<file path="config.mk">
export PLATFORM = sky130hd
export DESIGN_NAME = scp_dev_flat
export DESIGN_NICKNAME = d
export VERILOG_FILES = /design/src/scp_pkg.sv /design/src/scp_link_if.sv /design/src/scp_dev.sv /design/src/flat_wrapper.sv
export SDC_FILE = /design/constraint.sdc
export NUM_CORES = 1
export LEC_CHECK = 0
export ABC_AREA = 0
export BUFFER_PORTS_ARGS = -buffer_cell sky130_fd_sc_hd__buf_2
export CAP_MARGIN = 20
export CORE_ASPECT_RATIO = 2
export CORE_UTILIZATION = 52
export DETAILED_ROUTE_END_ITERATION = 12
export HOLD_SLACK_MARGIN = 0.15
export PLACE_DENSITY = 0.79
export SLEW_MARGIN = 30
export SYNTH_ARGS = -nofsm -noshare
export SYNTH_HDL_FRONTEND = slang
export SYNTH_SLANG_ARGS = --single-unit
</file>
<file path="constraint.sdc">
create_clock -name ref_clk -period 2.85 [get_ports ref_clk]
set_input_delay 0.57 -clock ref_clk [delete_from_list [all_inputs] [get_ports ref_clk]]
set_output_delay 0.57 -clock ref_clk [all_outputs]
set_load 0.01 [all_outputs]
</file>
<file path="src/scp_pkg.sv">
// shared constants and types for the serial configuration port and its host
// Notes on behaviour
// - mode pin high selects shift-and-latch mode
// - test mode select honoured only in test-access mode
// - one serial clock drives both port modes
// - same data in and out pins both modes
// - test-access data on falling clock, latch on select rise
// - select rising edge latches shifted control word
// - calibration pin rising edge or latched control word cal bit starts calibration
// - programmer holds idle 80 to 100 ms programming
// - programmer holds idle 80 to 100 ms erasing
// - power-up calibration runs unasked, within 250 ms
// - requested calibration completes within 100 ms
// - programming cycle erases first then rewrites; the prog op here only rewrites, erase is a separate op
// - erase forces tenfold gain, lowers corner until rewrite; here only in test-access mode, not in shift-and-latch mode
// - bits settle in 2 ms, write kept 80 ms
// - power-on clears control word: gain 1, bank A
// - word: four ignored, cal, bank, gain high, low
// - gain codes 00,01,10,11 give 1,2,5,10
package scp_pkg;
   localparam int CLK_NS = 100;
   localparam int T_SCK_NS = 800;
   localparam int SCK_HALF_CYC = T_SCK_NS / (2 * CLK_NS);
   localparam int SCK_PER_CYC = 2 * SCK_HALF_CYC;
   localparam int T_CAL_PWR_MS = 250;
   localparam int CAL_PWR_CYC = T_CAL_PWR_MS * 1000000 / CLK_NS;
   localparam int T_CAL_USR_MS = 100;
   localparam int CAL_USR_CYC = T_CAL_USR_MS * 1000000 / CLK_NS;
   localparam int T_NV_SETTLE_MS = 2;
   localparam int NV_SETTLE_CYC = T_NV_SETTLE_MS * 1000000 / CLK_NS;
   localparam int T_NV_DWELL_MS = 80;
   localparam int NV_DWELL_CYC = (T_NV_DWELL_MS * 1000000 + CLK_NS - 1) / CLK_NS;
   localparam int T_NV_DWELL_MAX_MS = 100;
   localparam int NV_DWELL_MAX_CYC = T_NV_DWELL_MAX_MS * 1000000 / CLK_NS;
   // pin positions in the synchronised input vector
   localparam int PIN_SCK = 0;
   localparam int PIN_SDI = 1;
   localparam int PIN_TMS = 2;
   localparam int PIN_CS = 3;
   localparam int PIN_CAL = 4;
   localparam int PIN_MODE = 5;
   localparam int PIN_W = 6;
   // control word and stored configuration share one layout
   localparam int WORD_W = 8;
   localparam int F_GAIN_LO = 0;
   localparam int F_GAIN_HI = 1;
   localparam int F_BANK = 2;
   localparam int F_CAL = 3;
   localparam logic [7:0] SPI_RESET = 8'h00;
   localparam logic [7:0] NV_RESET = 8'h00;
   localparam logic [7:0] NV_ERASED = 8'hFF;
   localparam int IR_W = 2;
   localparam logic [1:0] IR_READ = 2'h0;
   localparam logic [1:0] IR_ERASE = 2'h1;
   localparam logic [1:0] IR_PROG = 2'h2;
   localparam logic [1:0] IR_BYPASS = 2'h3;
   localparam logic [1:0] IR_CAPTURE = 2'h1;
   localparam logic [1:0] OP_SPI = 2'h0;
   localparam logic [1:0] OP_ERASE = 2'h1;
   localparam logic [1:0] OP_PROG = 2'h2;
   // host scan vectors, bit i is sent before serial clock edge i
   localparam logic [31:0] TMS_PAT = 32'h030058DF;
   localparam logic [4:0] LEN_SPI = 5'h08;
   localparam logic [4:0] LEN_ERASE = 5'h0E;
   localparam logic [4:0] LEN_PROG = 5'h1B;
   typedef enum logic [3:0] {
      TAP_TLR = 4'h0, TAP_RTI = 4'h1, TAP_SEL_DR = 4'h2, TAP_CAP_DR = 4'h3,
      TAP_SH_DR = 4'h4, TAP_EX1_DR = 4'h5, TAP_PAU_DR = 4'h6, TAP_EX2_DR = 4'h7,
      TAP_UPD_DR = 4'h8, TAP_SEL_IR = 4'h9, TAP_CAP_IR = 4'hA, TAP_SH_IR = 4'hB,
      TAP_EX1_IR = 4'hC, TAP_PAU_IR = 4'hD, TAP_EX2_IR = 4'hE, TAP_UPD_IR = 4'hF
   } scp_tap_e;
   typedef enum logic [2:0] {
      H_IDLE = 3'h0, H_SHIFT = 3'h1, H_LATCH = 3'h2, H_DWELL = 3'h3, H_CAL = 3'h4
   } scp_host_e;
endpackage

</file>
<file path="src/scp_link_if.sv">
// serial pins between the configuration port and its host
`timescale 1ns/100ps
interface scp_link_if;
   logic sck;
   logic sdi;
   logic sdo;
   logic tms;
   logic cs_n;
   logic cal_req;
   logic serial_mode_select;
   modport dev (
      input sck,
      input sdi,
      input tms,
      input cs_n,
      input cal_req,
      input serial_mode_select,
      output sdo
   );
   modport host (
      output sck,
      output sdi,
      output tms,
      output cs_n,
      output cal_req,
      output serial_mode_select,
      input sdo
   );
endinterface

</file>
<file path="src/scp_dev.sv">
// device end: dual-mode serial port, stored configuration and calibration
`timescale 1ns/100ps
module scp_dev #(
   parameter int CAL_PWR_CYC = scp_pkg::CAL_PWR_CYC,
   parameter int CAL_USR_CYC = scp_pkg::CAL_USR_CYC,
   parameter int NV_SETTLE_CYC = scp_pkg::NV_SETTLE_CYC,
   parameter logic [7:0] NV_INIT = scp_pkg::NV_RESET
) (
   input wire logic ref_clk,
   input wire logic reset,
   scp_link_if.dev link,
   output logic [1:0] gain_code,
   output logic bank_sel,
   output logic corner_low,
   output logic cal_busy,
   output logic cal_done,
   output logic nv_busy
);
   localparam int CW = $clog2(CAL_PWR_CYC + 1);
   localparam int NW = $clog2(NV_SETTLE_CYC + 1);

   if (CAL_USR_CYC < 1 || CAL_PWR_CYC < CAL_USR_CYC || NV_SETTLE_CYC < 1) begin : g_chk
      $error("scp_dev: calibration or settle counts out of range");
   end

   function automatic scp_pkg::scp_tap_e tap_step(input scp_pkg::scp_tap_e s, input logic m);
      case (s)
         scp_pkg::TAP_TLR: tap_step = m ? scp_pkg::TAP_TLR : scp_pkg::TAP_RTI;
         scp_pkg::TAP_RTI: tap_step = m ? scp_pkg::TAP_SEL_DR : scp_pkg::TAP_RTI;
         scp_pkg::TAP_SEL_DR: tap_step = m ? scp_pkg::TAP_SEL_IR : scp_pkg::TAP_CAP_DR;
         scp_pkg::TAP_CAP_DR: tap_step = m ? scp_pkg::TAP_EX1_DR : scp_pkg::TAP_SH_DR;
         scp_pkg::TAP_SH_DR: tap_step = m ? scp_pkg::TAP_EX1_DR : scp_pkg::TAP_SH_DR;
         scp_pkg::TAP_EX1_DR: tap_step = m ? scp_pkg::TAP_UPD_DR : scp_pkg::TAP_PAU_DR;
         scp_pkg::TAP_PAU_DR: tap_step = m ? scp_pkg::TAP_EX2_DR : scp_pkg::TAP_PAU_DR;
         scp_pkg::TAP_EX2_DR: tap_step = m ? scp_pkg::TAP_UPD_DR : scp_pkg::TAP_SH_DR;
         scp_pkg::TAP_UPD_DR: tap_step = m ? scp_pkg::TAP_SEL_DR : scp_pkg::TAP_RTI;
         scp_pkg::TAP_SEL_IR: tap_step = m ? scp_pkg::TAP_TLR : scp_pkg::TAP_CAP_IR;
         scp_pkg::TAP_CAP_IR: tap_step = m ? scp_pkg::TAP_EX1_IR : scp_pkg::TAP_SH_IR;
         scp_pkg::TAP_SH_IR: tap_step = m ? scp_pkg::TAP_EX1_IR : scp_pkg::TAP_SH_IR;
         scp_pkg::TAP_EX1_IR: tap_step = m ? scp_pkg::TAP_UPD_IR : scp_pkg::TAP_PAU_IR;
         scp_pkg::TAP_PAU_IR: tap_step = m ? scp_pkg::TAP_EX2_IR : scp_pkg::TAP_PAU_IR;
         scp_pkg::TAP_EX2_IR: tap_step = m ? scp_pkg::TAP_UPD_IR : scp_pkg::TAP_SH_IR;
         scp_pkg::TAP_UPD_IR: tap_step = m ? scp_pkg::TAP_SEL_DR : scp_pkg::TAP_RTI;
         default: tap_step = scp_pkg::TAP_TLR;
      endcase
   endfunction

   // pin synchroniser: only the second stage and the edge history are read
   logic [scp_pkg::PIN_W-1:0] meta_r;
   logic [scp_pkg::PIN_W-1:0] pin_r;
   logic [scp_pkg::PIN_W-1:0] prev_r;
   logic [scp_pkg::PIN_W-1:0] pins;

   assign pins = {link.serial_mode_select, link.cal_req, link.cs_n, link.tms, link.sdi,
                  link.sck};

   always_ff @(posedge ref_clk) begin
      meta_r <= pins;
      pin_r <= meta_r;
      prev_r <= pin_r;
   end

   logic [scp_pkg::PIN_W-1:0] rise;
   logic [scp_pkg::PIN_W-1:0] fall;
   logic spi_mode;
   assign rise = pin_r & ~prev_r;
   assign fall = ~pin_r & prev_r;
   assign spi_mode = pin_r[scp_pkg::PIN_MODE];

   scp_pkg::scp_tap_e tap_r, tap_nxt;
   logic [scp_pkg::IR_W-1:0] ir_r, ir_nxt, ir_sh_r, ir_sh_nxt;
   logic [7:0] dr_sh_r, dr_sh_nxt, dr_upd_r, dr_upd_nxt;
   logic [7:0] nv_r, nv_nxt, spi_sh_r, spi_sh_nxt, spi_ctrl_r, spi_ctrl_nxt;
   logic erased_r, erased_nxt, sdo_r, sdo_nxt;
   logic [NW-1:0] nv_cnt_r, nv_cnt_nxt;
   logic cal_busy_r, cal_busy_nxt, cal_pwr_r, cal_pwr_nxt, cal_done_r, cal_done_nxt;
   logic [CW-1:0] cal_cnt_r, cal_cnt_nxt, cal_lim;
   logic [1:0] gain_r, gain_nxt;
   logic bank_r, bank_nxt, corner_r, corner_nxt, nvb_r, nvb_nxt;
   logic cal_req;

   always_comb begin
      tap_nxt = tap_r;
      ir_nxt = ir_r;
      ir_sh_nxt = ir_sh_r;
      dr_sh_nxt = dr_sh_r;
      dr_upd_nxt = dr_upd_r;
      nv_nxt = nv_r;
      erased_nxt = erased_r;
      nv_cnt_nxt = '0;
      spi_sh_nxt = spi_sh_r;
      spi_ctrl_nxt = spi_ctrl_r;
      sdo_nxt = sdo_r;
      cal_req = 1'b0;
      if (spi_mode) begin
         // test mode select is not looked at here; the access port stands still
         if (rise[scp_pkg::PIN_SCK] && !pin_r[scp_pkg::PIN_CS]) begin
            spi_sh_nxt = {spi_sh_r[6:0], pin_r[scp_pkg::PIN_SDI]};
         end
         if (rise[scp_pkg::PIN_CS]) begin
            spi_ctrl_nxt = spi_sh_r;
            cal_req = spi_sh_r[scp_pkg::F_CAL];
         end
         sdo_nxt = spi_sh_r[7];
      end else begin
         if (rise[scp_pkg::PIN_SCK]) begin
            tap_nxt = tap_step(tap_r, pin_r[scp_pkg::PIN_TMS]);
            case (tap_r)
               scp_pkg::TAP_TLR: ir_nxt = scp_pkg::IR_BYPASS;
               scp_pkg::TAP_CAP_IR: ir_sh_nxt = scp_pkg::IR_CAPTURE;
               scp_pkg::TAP_SH_IR: ir_sh_nxt = {pin_r[scp_pkg::PIN_SDI], ir_sh_r[1]};
               scp_pkg::TAP_UPD_IR: ir_nxt = ir_sh_r;
               scp_pkg::TAP_CAP_DR: dr_sh_nxt = nv_r;
               scp_pkg::TAP_SH_DR: dr_sh_nxt = {pin_r[scp_pkg::PIN_SDI], dr_sh_r[7:1]};
               scp_pkg::TAP_UPD_DR: dr_upd_nxt = dr_sh_r;
               default: ;
            endcase
         end
         if (fall[scp_pkg::PIN_SCK]) begin
            if (tap_r == scp_pkg::TAP_SH_IR) begin
               sdo_nxt = ir_sh_r[0];
            end else if (tap_r == scp_pkg::TAP_SH_DR) begin
               sdo_nxt = dr_sh_r[0];
            end else begin
               sdo_nxt = 1'b0;
            end
         end
         // erased cells read as ones, which is the tenfold gain code
         if (tap_r == scp_pkg::TAP_RTI && ir_r == scp_pkg::IR_ERASE) begin
            nv_nxt = scp_pkg::NV_ERASED;
            erased_nxt = 1'b1;
         end
         // the host keeps idling after settle; only the settle point matters here
         if (tap_r == scp_pkg::TAP_RTI && ir_r == scp_pkg::IR_PROG) begin
            if (nv_cnt_r == NW'(NV_SETTLE_CYC - 1)) begin
               nv_nxt = dr_upd_r;
               erased_nxt = 1'b0;
               nv_cnt_nxt = nv_cnt_r;
            end else begin
               nv_cnt_nxt = nv_cnt_r + NW'(1);
            end
         end
      end
      if (rise[scp_pkg::PIN_CAL]) begin
         cal_req = 1'b1;
      end
   end

   always_comb begin
      cal_busy_nxt = cal_busy_r;
      cal_pwr_nxt = cal_pwr_r;
      cal_cnt_nxt = cal_cnt_r;
      cal_done_nxt = 1'b0;
      cal_lim = cal_pwr_r ? CW'(CAL_PWR_CYC - 1) : CW'(CAL_USR_CYC - 1);
      if (cal_busy_r) begin
         if (cal_cnt_r == cal_lim) begin
            cal_busy_nxt = 1'b0;
            cal_done_nxt = 1'b1;
            cal_cnt_nxt = '0;
         end else begin
            cal_cnt_nxt = cal_cnt_r + CW'(1);
         end
      end else if (cal_req) begin
         cal_busy_nxt = 1'b1;
         cal_pwr_nxt = 1'b0;
         cal_cnt_nxt = '0;
      end
      if (spi_mode) begin
         gain_nxt = {spi_ctrl_r[scp_pkg::F_GAIN_HI], spi_ctrl_r[scp_pkg::F_GAIN_LO]};
         bank_nxt = spi_ctrl_r[scp_pkg::F_BANK];
      end else begin
         gain_nxt = {nv_r[scp_pkg::F_GAIN_HI], nv_r[scp_pkg::F_GAIN_LO]};
         bank_nxt = nv_r[scp_pkg::F_BANK];
      end
      corner_nxt = !spi_mode && erased_r;
      nvb_nxt = !spi_mode && tap_r == scp_pkg::TAP_RTI &&
                (ir_r == scp_pkg::IR_ERASE || ir_r == scp_pkg::IR_PROG);
   end

   always_ff @(posedge ref_clk) begin
      if (reset) begin
         tap_r <= scp_pkg::TAP_TLR;
         ir_r <= scp_pkg::IR_BYPASS;
         ir_sh_r <= '0;
         dr_sh_r <= '0;
         dr_upd_r <= '0;
         nv_r <= NV_INIT;
         erased_r <= 1'b0;
         nv_cnt_r <= '0;
         spi_sh_r <= scp_pkg::SPI_RESET;
         spi_ctrl_r <= scp_pkg::SPI_RESET;
         sdo_r <= 1'b0;
         cal_busy_r <= 1'b1;
         cal_pwr_r <= 1'b1;
         cal_cnt_r <= '0;
         cal_done_r <= 1'b0;
         gain_r <= 2'h0;
         bank_r <= 1'b0;
         corner_r <= 1'b0;
         nvb_r <= 1'b0;
      end else begin
         tap_r <= tap_nxt;
         ir_r <= ir_nxt;
         ir_sh_r <= ir_sh_nxt;
         dr_sh_r <= dr_sh_nxt;
         dr_upd_r <= dr_upd_nxt;
         nv_r <= nv_nxt;
         erased_r <= erased_nxt;
         nv_cnt_r <= nv_cnt_nxt;
         spi_sh_r <= spi_sh_nxt;
         spi_ctrl_r <= spi_ctrl_nxt;
         sdo_r <= sdo_nxt;
         cal_busy_r <= cal_busy_nxt;
         cal_pwr_r <= cal_pwr_nxt;
         cal_cnt_r <= cal_cnt_nxt;
         cal_done_r <= cal_done_nxt;
         gain_r <= gain_nxt;
         bank_r <= bank_nxt;
         corner_r <= corner_nxt;
         nvb_r <= nvb_nxt;
      end
   end

   assign link.sdo = sdo_r;
   assign gain_code = gain_r;
   assign bank_sel = bank_r;
   assign corner_low = corner_r;
   assign cal_busy = cal_busy_r;
   assign cal_done = cal_done_r;
   assign nv_busy = nvb_r;
endmodule // scp_dev

</file>
<file path="src/flat_wrapper.sv">
// flat-port wrapper written by rule: the top's interface ports become plain ports
module scp_dev_flat 
#(
   parameter int CAL_PWR_CYC = scp_pkg::CAL_PWR_CYC,
   parameter int CAL_USR_CYC = scp_pkg::CAL_USR_CYC,
   parameter int NV_SETTLE_CYC = scp_pkg::NV_SETTLE_CYC,
   parameter logic [7:0] NV_INIT = scp_pkg::NV_RESET
)
  (ref_clk, reset, gain_code, bank_sel, corner_low, cal_busy, cal_done, nv_busy, link_sck, link_sdi, link_tms, link_cs_n, link_cal_req, link_serial_mode_select, link_sdo);
  scp_link_if link_i ();
  input wire logic ref_clk;
  input wire logic reset;
  output logic [1:0] gain_code;
  output logic bank_sel;
  output logic corner_low;
  output logic cal_busy;
  output logic cal_done;
  output logic nv_busy;
  input wire logic [$bits(link_i.sck)-1:0] link_sck;
  input wire logic [$bits(link_i.sdi)-1:0] link_sdi;
  input wire logic [$bits(link_i.tms)-1:0] link_tms;
  input wire logic [$bits(link_i.cs_n)-1:0] link_cs_n;
  input wire logic [$bits(link_i.cal_req)-1:0] link_cal_req;
  input wire logic [$bits(link_i.serial_mode_select)-1:0] link_serial_mode_select;
  output wire logic [$bits(link_i.sdo)-1:0] link_sdo;
  assign link_i.sck = link_sck;
  assign link_i.sdi = link_sdi;
  assign link_i.tms = link_tms;
  assign link_i.cs_n = link_cs_n;
  assign link_i.cal_req = link_cal_req;
  assign link_i.serial_mode_select = link_serial_mode_select;
  assign link_sdo = link_i.sdo;
  scp_dev #(.CAL_PWR_CYC(CAL_PWR_CYC), .CAL_USR_CYC(CAL_USR_CYC), .NV_SETTLE_CYC(NV_SETTLE_CYC), .NV_INIT(NV_INIT)) u_core (.ref_clk(ref_clk), .reset(reset), .link(link_i), .gain_code(gain_code), .bank_sel(bank_sel), .corner_low(corner_low), .cal_busy(cal_busy), .cal_done(cal_done), .nv_busy(nv_busy));
endmodule
</file>
==> results.py, run 1 <==
metrics = {
    "setup_path": {
        "cp.required_ns": 3.04,
        "crit_fanout": 17,
        "path_class": "flip-flop to flip-flop",
        "critPathLaunchType": "flip-flop",
        "path_buf_inv": 0,
        "slowest_stage": "nand3_1",
        "crit_path_cell_trace": "nand2b_1 > nor4_1 > nand3_1 > nor2_1 > a211oi_1",
        "cp_slowest_stage_delay_ns": 0.59,
        "path_delay_family": "simple AND/OR/NAND/NOR gates",
        "cp_data_arrival_time_ns": 2.46,
        "endpoint_kind": "flip-flop",
    },
    "clock_tree": {
        "cts-resized-gates": 0,
        "postCtsSetupRepairBufs": 0,
        "clk_pin_slew_ns": 0.07,
        "cts_tree": "built",
        "root_buffer": "clkbuf_16",
        "cts_sinks": 105,
        "clk_path_buf_depth": 2,
        "cts_made_buffers": 9,
        "holdBufCountCts": 0,
        "clock_latency_ns": 0.35,
        "cts-htree-levels": 3,
    },
    "yosys": {
        "synthCells": 522,
        "yosysMostFrequentCell": "dfxtp_1",
        "ys_seq_elements": 105,
        "synthTopCellsByArea": "dfxtp_1 (45%), nor2_1 (5.4%), mux2i_1 (5.4%)",
        "ys_seq_area_share_pct": 45.4,
        "synth.distinct_cells": 66,
        "yosysTopAreaCellShare_pct": 45.4,
        "yosys-top-cells-count": "dfxtp_1 (105), nor2_1 (67), nand2_1 (51)",
        "synth-async-reset-ratio_pct": 0,
        "syn_avg_cell_area_um2": 8.86,
        "synthesis.nets": 534,
        "synth_area_leader_cell": "dfxtp_1",
        "yosysWarningCount": 0,
        "yosys_most_used_dff": "dfxtp_1",
        "synth-edff-count": 0,
        "synth.cell_area_um2": 4630,
    },
    "status": {
        "status": "complete, no violations",
    },
    "global_route": {
        "grt_pass1_wl_um": 16500,
        "grt_overflow_total": 0,
        "grt_max_degree": 31,
        "grt.total_usage_pct": 23.5,
        "grt_antenna_before_repair": 0,
        "grt_pass1_vias": 3670,
    },
    "run": {
        "cap_viol_max_count": 0,
    },
    "cells_and_area": {
        "design_area_um2": 5060,
        "drive_gt1_share_pct": 10.0,
        "area_delta_synth_final_pct": 9.39,
        "fin_nets": 537,
        "post-route-util_pct": 58.5,
        "antenna_cells": 0,
    },
    "placed_design": {
        "gp_congestion": 0.900,
        "dp_hpwl_um": 7280,
        "dpl_cell_area_um2": 4760,
        "numPortBuffers": 15,
        "dpl_worst_slack_ns": 0.577,
    },
    "detailed_routing": {
        "firstDrtPassIters": 5,
        "drc": 0,
        "drtAntennaViolNets": 0,
        "wl_per_cell_um": 16.3,
        "drt_first_iter_violations": 187,
        "vias": 3857,
        "wl_um": 10300,
        "viasPerCell": 6.12,
    },
    "timing": {
        "slew_headroom_pct": 57.8,
        "timing.final.ws_setup_ns": 0.586,
        "worstMarginPinSlew_ns": 0.632,
        "period_share_pct": 79.5,
        "setup_viol": 0,
        "min_period_ns": 2.26,
        "finClkSkew_ns": 0.00616,
        "final.setup.tns_ns": 0,
        "hold_viol": 0,
        "grt_setup_unrepaired": "no",
        "max_freq_mhz": 442,
        "drv_slew": 0,
    },
    "floorplanning": {
        "initial_utilization_pct": 53.5,
        "core_um2": 8650,
        "die_h_um": 135,
        "ios": 16,
        "die_area_um2": 9300,
        "num_rows": 48,
        "die_x_um": 68.7,
    },
    "power": {
        "power.leakage_nw": 1.78,
        "ir_drop_v": 0.000362,
        "fin_total_pwr_mw": 2.78,
        "power_density_nw_per_um2": 550,
    },
    "hold_path": {
        "hp-class": "primary input to flip-flop",
    },
}
==> path summary, 6_finish.rpt <==
check                                                  start                     endpoint  slack, ns  depth (start not counted)
worst max register to register  u_core.tap_r[0]$_SDFFE_PP0P_  u_core.nv_r[1]$_SDFFE_PP0N_       0.59                          5
worst max-delay path            u_core.tap_r[0]$_SDFFE_PP0P_  u_core.nv_r[1]$_SDFFE_PP0N_       0.59                          5
worst min register to register      u_core.meta_r[2]$_DFF_P_      u_core.pin_r[2]$_DFF_P_       0.33                          0
worst min-delay path                            link_cal_req     u_core.meta_r[4]$_DFF_P_       0.31                          1
==> stage by stage <==
stage	hold WS (ns)	cells
3_3_place_gp	0.310	614
2_1_floorplan	0.310	522
5_1_grt	0.300	630
6_report	0.315	630
3_5_place_dp	0.313	614
4_1_cts	0.306	630
==> kinds of logic after synthesis <==
kind of cell,synth area share [%]
compound gates,14.8
xor+xnor,3.00
fa+ha+maj,1.08
buf+inv,3.76
flops,45.4
mux,5.41
simple gates,26.5
==> layer usage <==
layer  global-route usage (%)  share of wire (%)
met5                        0                  0
met4                     11.5                3.1
met2                     43.3                 55
met3                     5.13                3.4
met1                     23.5                 39
==> flip-flops by register name, summed over array words and instances (netlist names), 2 cells and up <==
name               cells
u_core.cal_cnt_r      22
u_core.dr_sh_r         8
u_core.dr_upd_r        8
u_core.gain_code       2
u_core.ir_r            2
u_core.ir_sh_r         2
u_core.meta_r          6
u_core.nv_cnt_r       15
u_core.nv_r            8
u_core.pin_r           6
u_core.prev_r          3
u_core.spi_ctrl_r      3
u_core.spi_sh_r        8
u_core.tap_r           4
==> where the power goes <==
| part | switching [mW] | internal [mW] |
|---|---|---|
| registers | 0.0167 | 1.48 |
| logic | 0.0449 | 0.0292 |
| clock network | 0.591 | 0.620 |
==> cell type report <==
cell class,count,area (um2)
Sequential cell,105,2100
Clock inverter,7,75.1
Inverter,9,33.8
Timing Repair Buffer,24,143
Clock buffer,9,225
Fill cell,788,3590
Multi-Input combinational cell,376,2360
Tap cell,100,125
==> layout by cell type, fill, tap and decap left out, types with 4 or more instances in the layout <==
master	n
a211oi_1	20
a21oi_1	23
a22o_1	4
and3_1	10
and4_1	4
buf_2	15
buf_4	9
clkbuf_16	9
dfxtp_1	105
ha_1	4
inv_1	8
inv_6	4
mux2i_1	25
nand2_1	51
nand2b_1	8
nand3_1	21
nand4_1	15
nor2_1	67
nor3_1	7
nor4_1	9
o21ai_0	18
or3_1	7
or4_1	4
or4b_1	4
xnor2_1	8
xor2_1	6
==> worst reg2reg max path, cell delays in order (launching register included) <==
cell      delay [ns]
dfxtp_1         0.58
nand2b_1        0.16
nor4_1          0.42
nand3_1         0.59
nor2_1          0.27
a211oi_1        0.08
No activity file was read; power rests on OpenSTA's default activity.
==> run 2: changes to the inputs <==
--- a/config.mk
+++ b/config.mk
@@ -12,7 +12,7 @@
 export CORE_UTILIZATION = 52
 export DETAILED_ROUTE_END_ITERATION = 12
 export HOLD_SLACK_MARGIN = 0.15
-export PLACE_DENSITY = 0.79
+export PLACE_DENSITY = 0.81
 export SLEW_MARGIN = 30
 export SYNTH_ARGS = -nofsm -noshare
 export SYNTH_HDL_FRONTEND = slang
==> constraint.sdc (replaced) <==
create_clock -name ref_clk -period 2 [get_ports ref_clk]
set_input_delay 0.4 -clock ref_clk [delete_from_list [all_inputs] [get_ports ref_clk]]
set_output_delay 0.4 -clock ref_clk [all_outputs]
set_load 0.01 [all_outputs]
==> run 2 against run 1 <==
  * Die area unchanged
  * Largest power group unchanged
  * Critical endpoint is now u_core.cal_cnt_r[8]$_SDFFE_PP0P_
  * Count of clock-buffer cells in the layout unchanged
  * Final area grew 6.6%
  * Largest cell class unchanged
  * Cell count is 6.2% higher
  * Via count is 4.7% higher
  * Sequential share of layout area decreased by 2.5 points
  * Critical path type unchanged
==> results.py, run 2 (same netlist as run 1, synthesis figures left out) <==
metrics = {
    "setup_path": {
        "cp.required_ns": 2.25,
        "slowest_stage": "or4b_1",
        "critPathLaunchType": "flip-flop",
        "crit_path_cell_trace": "or4b_1 > o22ai_2 > nand4_1 > a41o_1 > a31o_2",
        "ff2ff_setup_slack_ns": 0.07,
        "crit_fanout": 6,
        "timing.rr.start": "u_core.cal_cnt_r[5]$_SDFFE_PP0P_",
        "path_delay_family": "compound AO/OA/AOI/OAI gates",
        "rr_endpoint": "u_core.cal_cnt_r[8]$_SDFFE_PP0P_",
        "cp_slowest_stage_delay_ns": 0.47,
        "path_buf_inv": 0,
        "cp_data_arrival_time_ns": 2.18,
        "endpoint_kind": "flip-flop",
        "rr_worst_depth": 5,
        "path_class": "flip-flop to flip-flop",
    },
    "clock_tree": {
        "cts_tree": "built",
        "cts_sinks": 105,
        "clk_path_buf_depth": 2,
        "cts-htree-levels": 3,
        "cts_made_buffers": 9,
        "clk_pin_slew_ns": 0.07,
        "postCtsSetupRepairBufs": 0,
        "clock_latency_ns": 0.35,
        "root_buffer": "clkbuf_16",
    },
    "power": {
        "fin_total_pwr_mw": 4.03,
        "power.leakage_nw": 1.99,
        "ir_drop_v": 0.000667,
        "power_density_nw_per_um2": 748,
    },
    "cells_and_area": {
        "finalNonFillerCells": 669,
        "area_delta_synth_final_pct": 16.6,
        "final_cell_mix": "dfxtp_1 (104), nor2_1 (67), nand2_1 (51)",
        "fin_nets": 576,
        "design_area_um2": 5390,
        "largest_reg_flops": 22,
        "antenna_cells": 0,
        "top_register": "u_core.cal_cnt_r",
        "final_common_cell": "dfxtp_1",
        "reg.largest.list": "u_core.cal_cnt_r x22, u_core.nv_cnt_r x15",
        "drive_gt1_share_pct": 16.2,
    },
    "hold_path": {
        "hp-class": "flip-flop to flip-flop",
        "holdPathStages": 0,
        "min_from": "u_core.meta_r[4]$_DFF_P_",
        "hold_end": "u_core.pin_r[4]$_DFF_P_",
    },
    "floorplanning": {
        "ios": 16,
        "die_h_um": 135,
        "core_um2": 8650,
        "initial_utilization_pct": 53.5,
        "num_rows": 48,
        "die_x_um": 68.7,
        "die_area_um2": 9300,
    },
    "global_route": {
        "grt_antenna_before_repair": 0,
        "use_met1_pct": 24.3,
        "grt_pass1_vias": 4127,
        "use_met2_pct": 45.6,
        "grt_max_degree": 27,
        "grt_pass1_wl_um": 18100,
        "use_met3_pct": 6.48,
        "top_usage_layer": "met2",
        "grt.total_usage_pct": 25.7,
        "grt_overflow_total": 0,
    },
    "detailed_routing": {
        "wl_per_cell_um": 16.4,
        "drt_first_iter_violations": 233,
        "firstDrtPassIters": 5,
        "drtAntennaViolNets": 0,
        "vias": 4039,
        "wl_um": 10900,
        "drc": 0,
        "viasPerCell": 6.04,
    },
    "timing": {
        "worstMarginPinSlew_ns": 0.455,
        "period_share_pct": 96.6,
        "max_freq_mhz": 517,
        "min_period_ns": 1.93,
        "finClkSkew_ns": 0.00868,
        "hold_viol": 0,
        "setup_viol": 0,
        "drv_slew": 0,
        "slew_headroom_pct": 69.6,
        "timing.final.ws_setup_ns": 0.0671,
        "final.setup.tns_ns": 0,
    },
    "placed_design": {
        "dp_cells": 647,
        "dpl_worst_slack_ns": 0.0269,
        "dp_hpwl_um": 7840,
        "gp_congestion": 0.978,
        "numPortBuffers": 15,
        "dpl_cell_area_um2": 5010,
    },
    "run": {
        "cap_viol_max_count": 0,
    },
    "status": {
        "status": "complete, no violations",
    },
}
run 2: worst max-delay path by stage:
stage                                           from                                 to  depth (start not counted)
global placement    u_core.cal_cnt_r[0]$_SDFFE_PP0P_  u_core.cal_cnt_r[18]$_SDFFE_PP0P_                          7
floorplan            u_core.nv_cnt_r[0]$_SDFFE_PP0N_   u_core.nv_cnt_r[11]$_SDFFE_PP0N_                          7
detailed placement  u_core.cal_cnt_r[5]$_SDFFE_PP0P_   u_core.cal_cnt_r[8]$_SDFFE_PP0P_                          5
global route        u_core.cal_cnt_r[1]$_SDFFE_PP0P_  u_core.cal_cnt_r[20]$_SDFFE_PP0P_                          7
finish              u_core.cal_cnt_r[5]$_SDFFE_PP0P_   u_core.cal_cnt_r[8]$_SDFFE_PP0P_                          5
CTS                 u_core.cal_cnt_r[5]$_SDFFE_PP0P_   u_core.cal_cnt_r[8]$_SDFFE_PP0P_                          5
run 2: worst register-to-register path: cells and delay by family, from the launching register on:
| kind | cells | cell delay, ns |
|---|---|---|
| AND/OR/NAND/NOR | 2 | 0.72 |
| AO/OA/AOI/OAI | 3 | 0.72 |
| flip-flops | 1 | 0.40 |
run 2: what timing repair did:
item | CTS | global route
hold endpoints to repair | 6 | 0
setup endpoints to repair | 0 | 15
gates resized for setup | 0 | 6
hold buffers | 6 | 0
run 2: routing by layer:
metal / routed length (um) / vias up
li1: - / 1975
met1: 4030 / 1903
met2: 6000 / 112
met3: 310 / 49
met4: 603 / 0
met5: 0 / -
run 2: where the power goes:
group / switching [mW] / total (mW) / internal (mW)
Clock: 0.868 / 1.76 / 0.895
Sequential: 0.0174 / 2.13 / 2.11
Combinational: 0.0779 / 0.140 / 0.0622
run 2: metrics by stage:
stage	util [%]	hold slack, ns
after floorplan	-	0.310
after global placement	57.9	0.310
after detailed placement	57.9	0.316
after CTS	62.1	0.333
after global routing	62.4	0.335
final	62.4	0.332
run 2: layout make-up:
cell class	instances	area (um2)
Multi-Input combinational cell	376	2370
Inverter	9	33.8
Tap cell	100	125
Timing Repair Buffer	63	450
Clock inverter	7	81.3
Clock buffer	9	225
Fill cell	715	3250
Sequential cell	105	2100
==> run 3: changes to the inputs <==
--- a/config.mk
+++ b/config.mk
@@ -12,7 +12,7 @@
 export CORE_UTILIZATION = 52
 export DETAILED_ROUTE_END_ITERATION = 12
 export HOLD_SLACK_MARGIN = 0.15
-export PLACE_DENSITY = 0.81
+export PLACE_DENSITY = 0.73
 export SLEW_MARGIN = 30
 export SYNTH_ARGS = -nofsm -noshare
 export SYNTH_HDL_FRONTEND = slang
==> run 3 against run 2 <==
  * Sequential power about the same
  * Utilization increased by 0.94 points
  * Register-to-register slack got worse by 0.02 ns
  * Setup slack got worse by 0.016 ns
  * Clock power increased by 9%
  * Count of clock-buffer cells in the layout increased by 3
  * Final area increased by 1.5%
  * Die area unchanged
  * Largest power group unchanged
  * Sequential share of layout area decreased by 0.60 points
  * Critical path type unchanged
  * Cell count increased by 0.60%
  * Clock skew decreased by 0.0019 ns
  * Critical path depth unchanged
==> results.py, run 3 (same netlist as run 1, synthesis figures left out) <==
metrics = {
    "global_route": {
        "grt_pass1_wl_um": 17600,
        "grt.total_usage_pct": 25.4,
        "grt_max_degree": 30,
        "grt_overflow_total": 0,
        "grt_antenna_before_repair": 0,
        "grt_pass1_vias": 3942,
    },
    "setup_path": {
        "crit_path_cell_trace": "or4b_1 > or4_4 > nand4_4 > xor2_2 > nor2_1",
        "crit_fanout": 6,
        "path_class": "flip-flop to flip-flop",
        "critPathLaunchType": "flip-flop",
        "endpoint_kind": "flip-flop",
        "cp.required_ns": 2.23,
        "slowest_stage": "or4_4",
        "cp_data_arrival_time_ns": 2.18,
        "cp_slowest_stage_delay_ns": 0.60,
    },
    "detailed_routing": {
        "drt_first_iter_violations": 249,
        "wl_um": 11100,
        "vias": 4052,
        "drc": 0,
        "drtAntennaViolNets": 0,
        "firstDrtPassIters": 4,
        "viasPerCell": 6.02,
        "wl_per_cell_um": 16.6,
    },
    "floorplanning": {
        "die_area_um2": 9300,
        "die_x_um": 68.7,
        "die_h_um": 135,
        "core_um2": 8650,
        "initial_utilization_pct": 53.5,
        "ios": 16,
        "num_rows": 48,
    },
    "cells_and_area": {
        "final_common_cell": "dfxtp_1",
        "reg.largest.list": "u_core.cal_cnt_r x22, u_core.nv_cnt_r x15",
        "top_register": "u_core.cal_cnt_r",
        "largest_reg_flops": 22,
        "design_area_um2": 5480,
        "final_cell_mix": "dfxtp_1 (105), nor2_1 (67), nand2_1 (51)",
        "drive_gt1_share_pct": 16.6,
        "fin_nets": 580,
        "area_delta_synth_final_pct": 18.4,
        "antenna_cells": 0,
        "post-route-util_pct": 63.3,
    },
    "clock_tree": {
        "cts_made_buffers": 9,
        "cts_sinks": 105,
        "clk_path_buf_depth": 2,
        "clock_latency_ns": 0.34,
        "clk_pin_slew_ns": 0.07,
        "cts_tree": "built",
        "cts-htree-levels": 3,
        "root_buffer": "clkbuf_16",
        "postCtsSetupRepairBufs": 0,
    },
    "timing": {
        "worstMarginPinSlew_ns": 0.444,
        "timing.final.ws_setup_ns": 0.0512,
        "min_period_ns": 1.95,
        "grt_setup_unrepaired": "no",
        "slew_headroom_pct": 70.4,
        "period_share_pct": 97.4,
        "hold_viol": 0,
        "whs_ns": 0.330,
        "max_freq_mhz": 513,
        "drv_slew": 0,
        "setup_viol": 0,
        "finClkSkew_ns": 0.00678,
    },
    "run": {
        "cap_viol_max_count": 0,
    },
    "power": {
        "ir_drop_v": 0.000580,
        "pwr-share-clk_pct": 45.9,
        "p_comb_share_pct": 3.3,
        "intPower_mw": 3.34,
        "sequentialPowerShare_pct": 50.8,
        "power_density_nw_per_um2": 766,
        "p_sw_share_pct": 20.2,
        "power.leakage_nw": 2.02,
        "switchingPower_mw": 0.849,
    },
    "placed_design": {
        "dp_hpwl_um": 7840,
        "numPortBuffers": 15,
        "dpl_cell_area_um2": 5040,
        "dpl_worst_slack_ns": -0.0142,
        "gp_congestion": 0.925,
    },
    "status": {
        "status": "complete, no violations",
    },
    "hold_path": {
        "hp-class": "flip-flop to flip-flop",
    },
}
==> run 3: worst max-delay path: cells and delay by family, from the launching register on <==
| family | cells | cell delay, ns |
|---|---|---|
| simple gates | 4 | 1.32 |
| flops | 1 | 0.38 |
| xor+xnor | 1 | 0.14 |
==> run 3: per-stage QoR <==
stage	instances	total power, mW	setup TNS (ns)
final	673	4.19	0
after global routing	673	4.33	0
after CTS	672	4.22	0
after detailed placement	651	2.30	-0.0221
after global placement	651	2.30	-0.0333
after floorplan	522	2.26	0
==> run 3: area by class of cell <==
| class | instances | area, um2 |
|---|---|---|
| repair buffers | 67 | 480 |
| clock inverters | 4 | 73.8 |
| fillers | 731 | 3170 |
| clock buffers | 12 | 256 |
| multi-input cells | 376 | 2400 |
| well taps | 100 | 125 |
| flip-flops and latches | 105 | 2100 |
| inverters | 9 | 33.8 |
==> run 3: metal layers <==
layer  track usage (%)  share of wire [%]
met1              24.6                 38
met2              46.7                 55
met3              4.71                2.9
met4              15.1                4.4
met5                 0                  0
==> run 3: path summary, 6_finish.rpt <==
kind,endpoint,slack [ns],cells past startpoint,start
worst min register to register,u_core.pin_r[3]$_DFF_P_,0.33,0,u_core.meta_r[3]$_DFF_P_
worst max register to register,u_core.nv_cnt_r[3]$_SDFFE_PP0N_,0.05,5,u_core.nv_cnt_r[5]$_SDFFE_PP0N_
worst min-delay path,u_core.pin_r[3]$_DFF_P_,0.33,0,u_core.meta_r[3]$_DFF_P_
worst max-delay path,u_core.nv_cnt_r[3]$_SDFFE_PP0N_,0.05,5,u_core.nv_cnt_r[5]$_SDFFE_PP0N_
==> run 3: timing repair <==
action / in CTS / in global routing
setup endpoints to repair: 3 / 12
hold buffers: 5 / 1
pin swaps: 0 / 0
endpoints found under the hold margin: 5 / 1
resized for setup: 1 / 7
cloned: 0 / 0
==> run 3: power groups by stage <==
stage / logic (mW) / clock network [mW] / registers, mW
final: 0.139 / 1.92 / 2.13
after global routing: 0.151 / 2.05 / 2.13
after CTS: 0.135 / 1.95 / 2.13
after detailed placement: 0.127 / 0 / 2.18
after global placement: 0.123 / 0 / 2.18
after floorplan: 0.0824 / 0 / 2.17
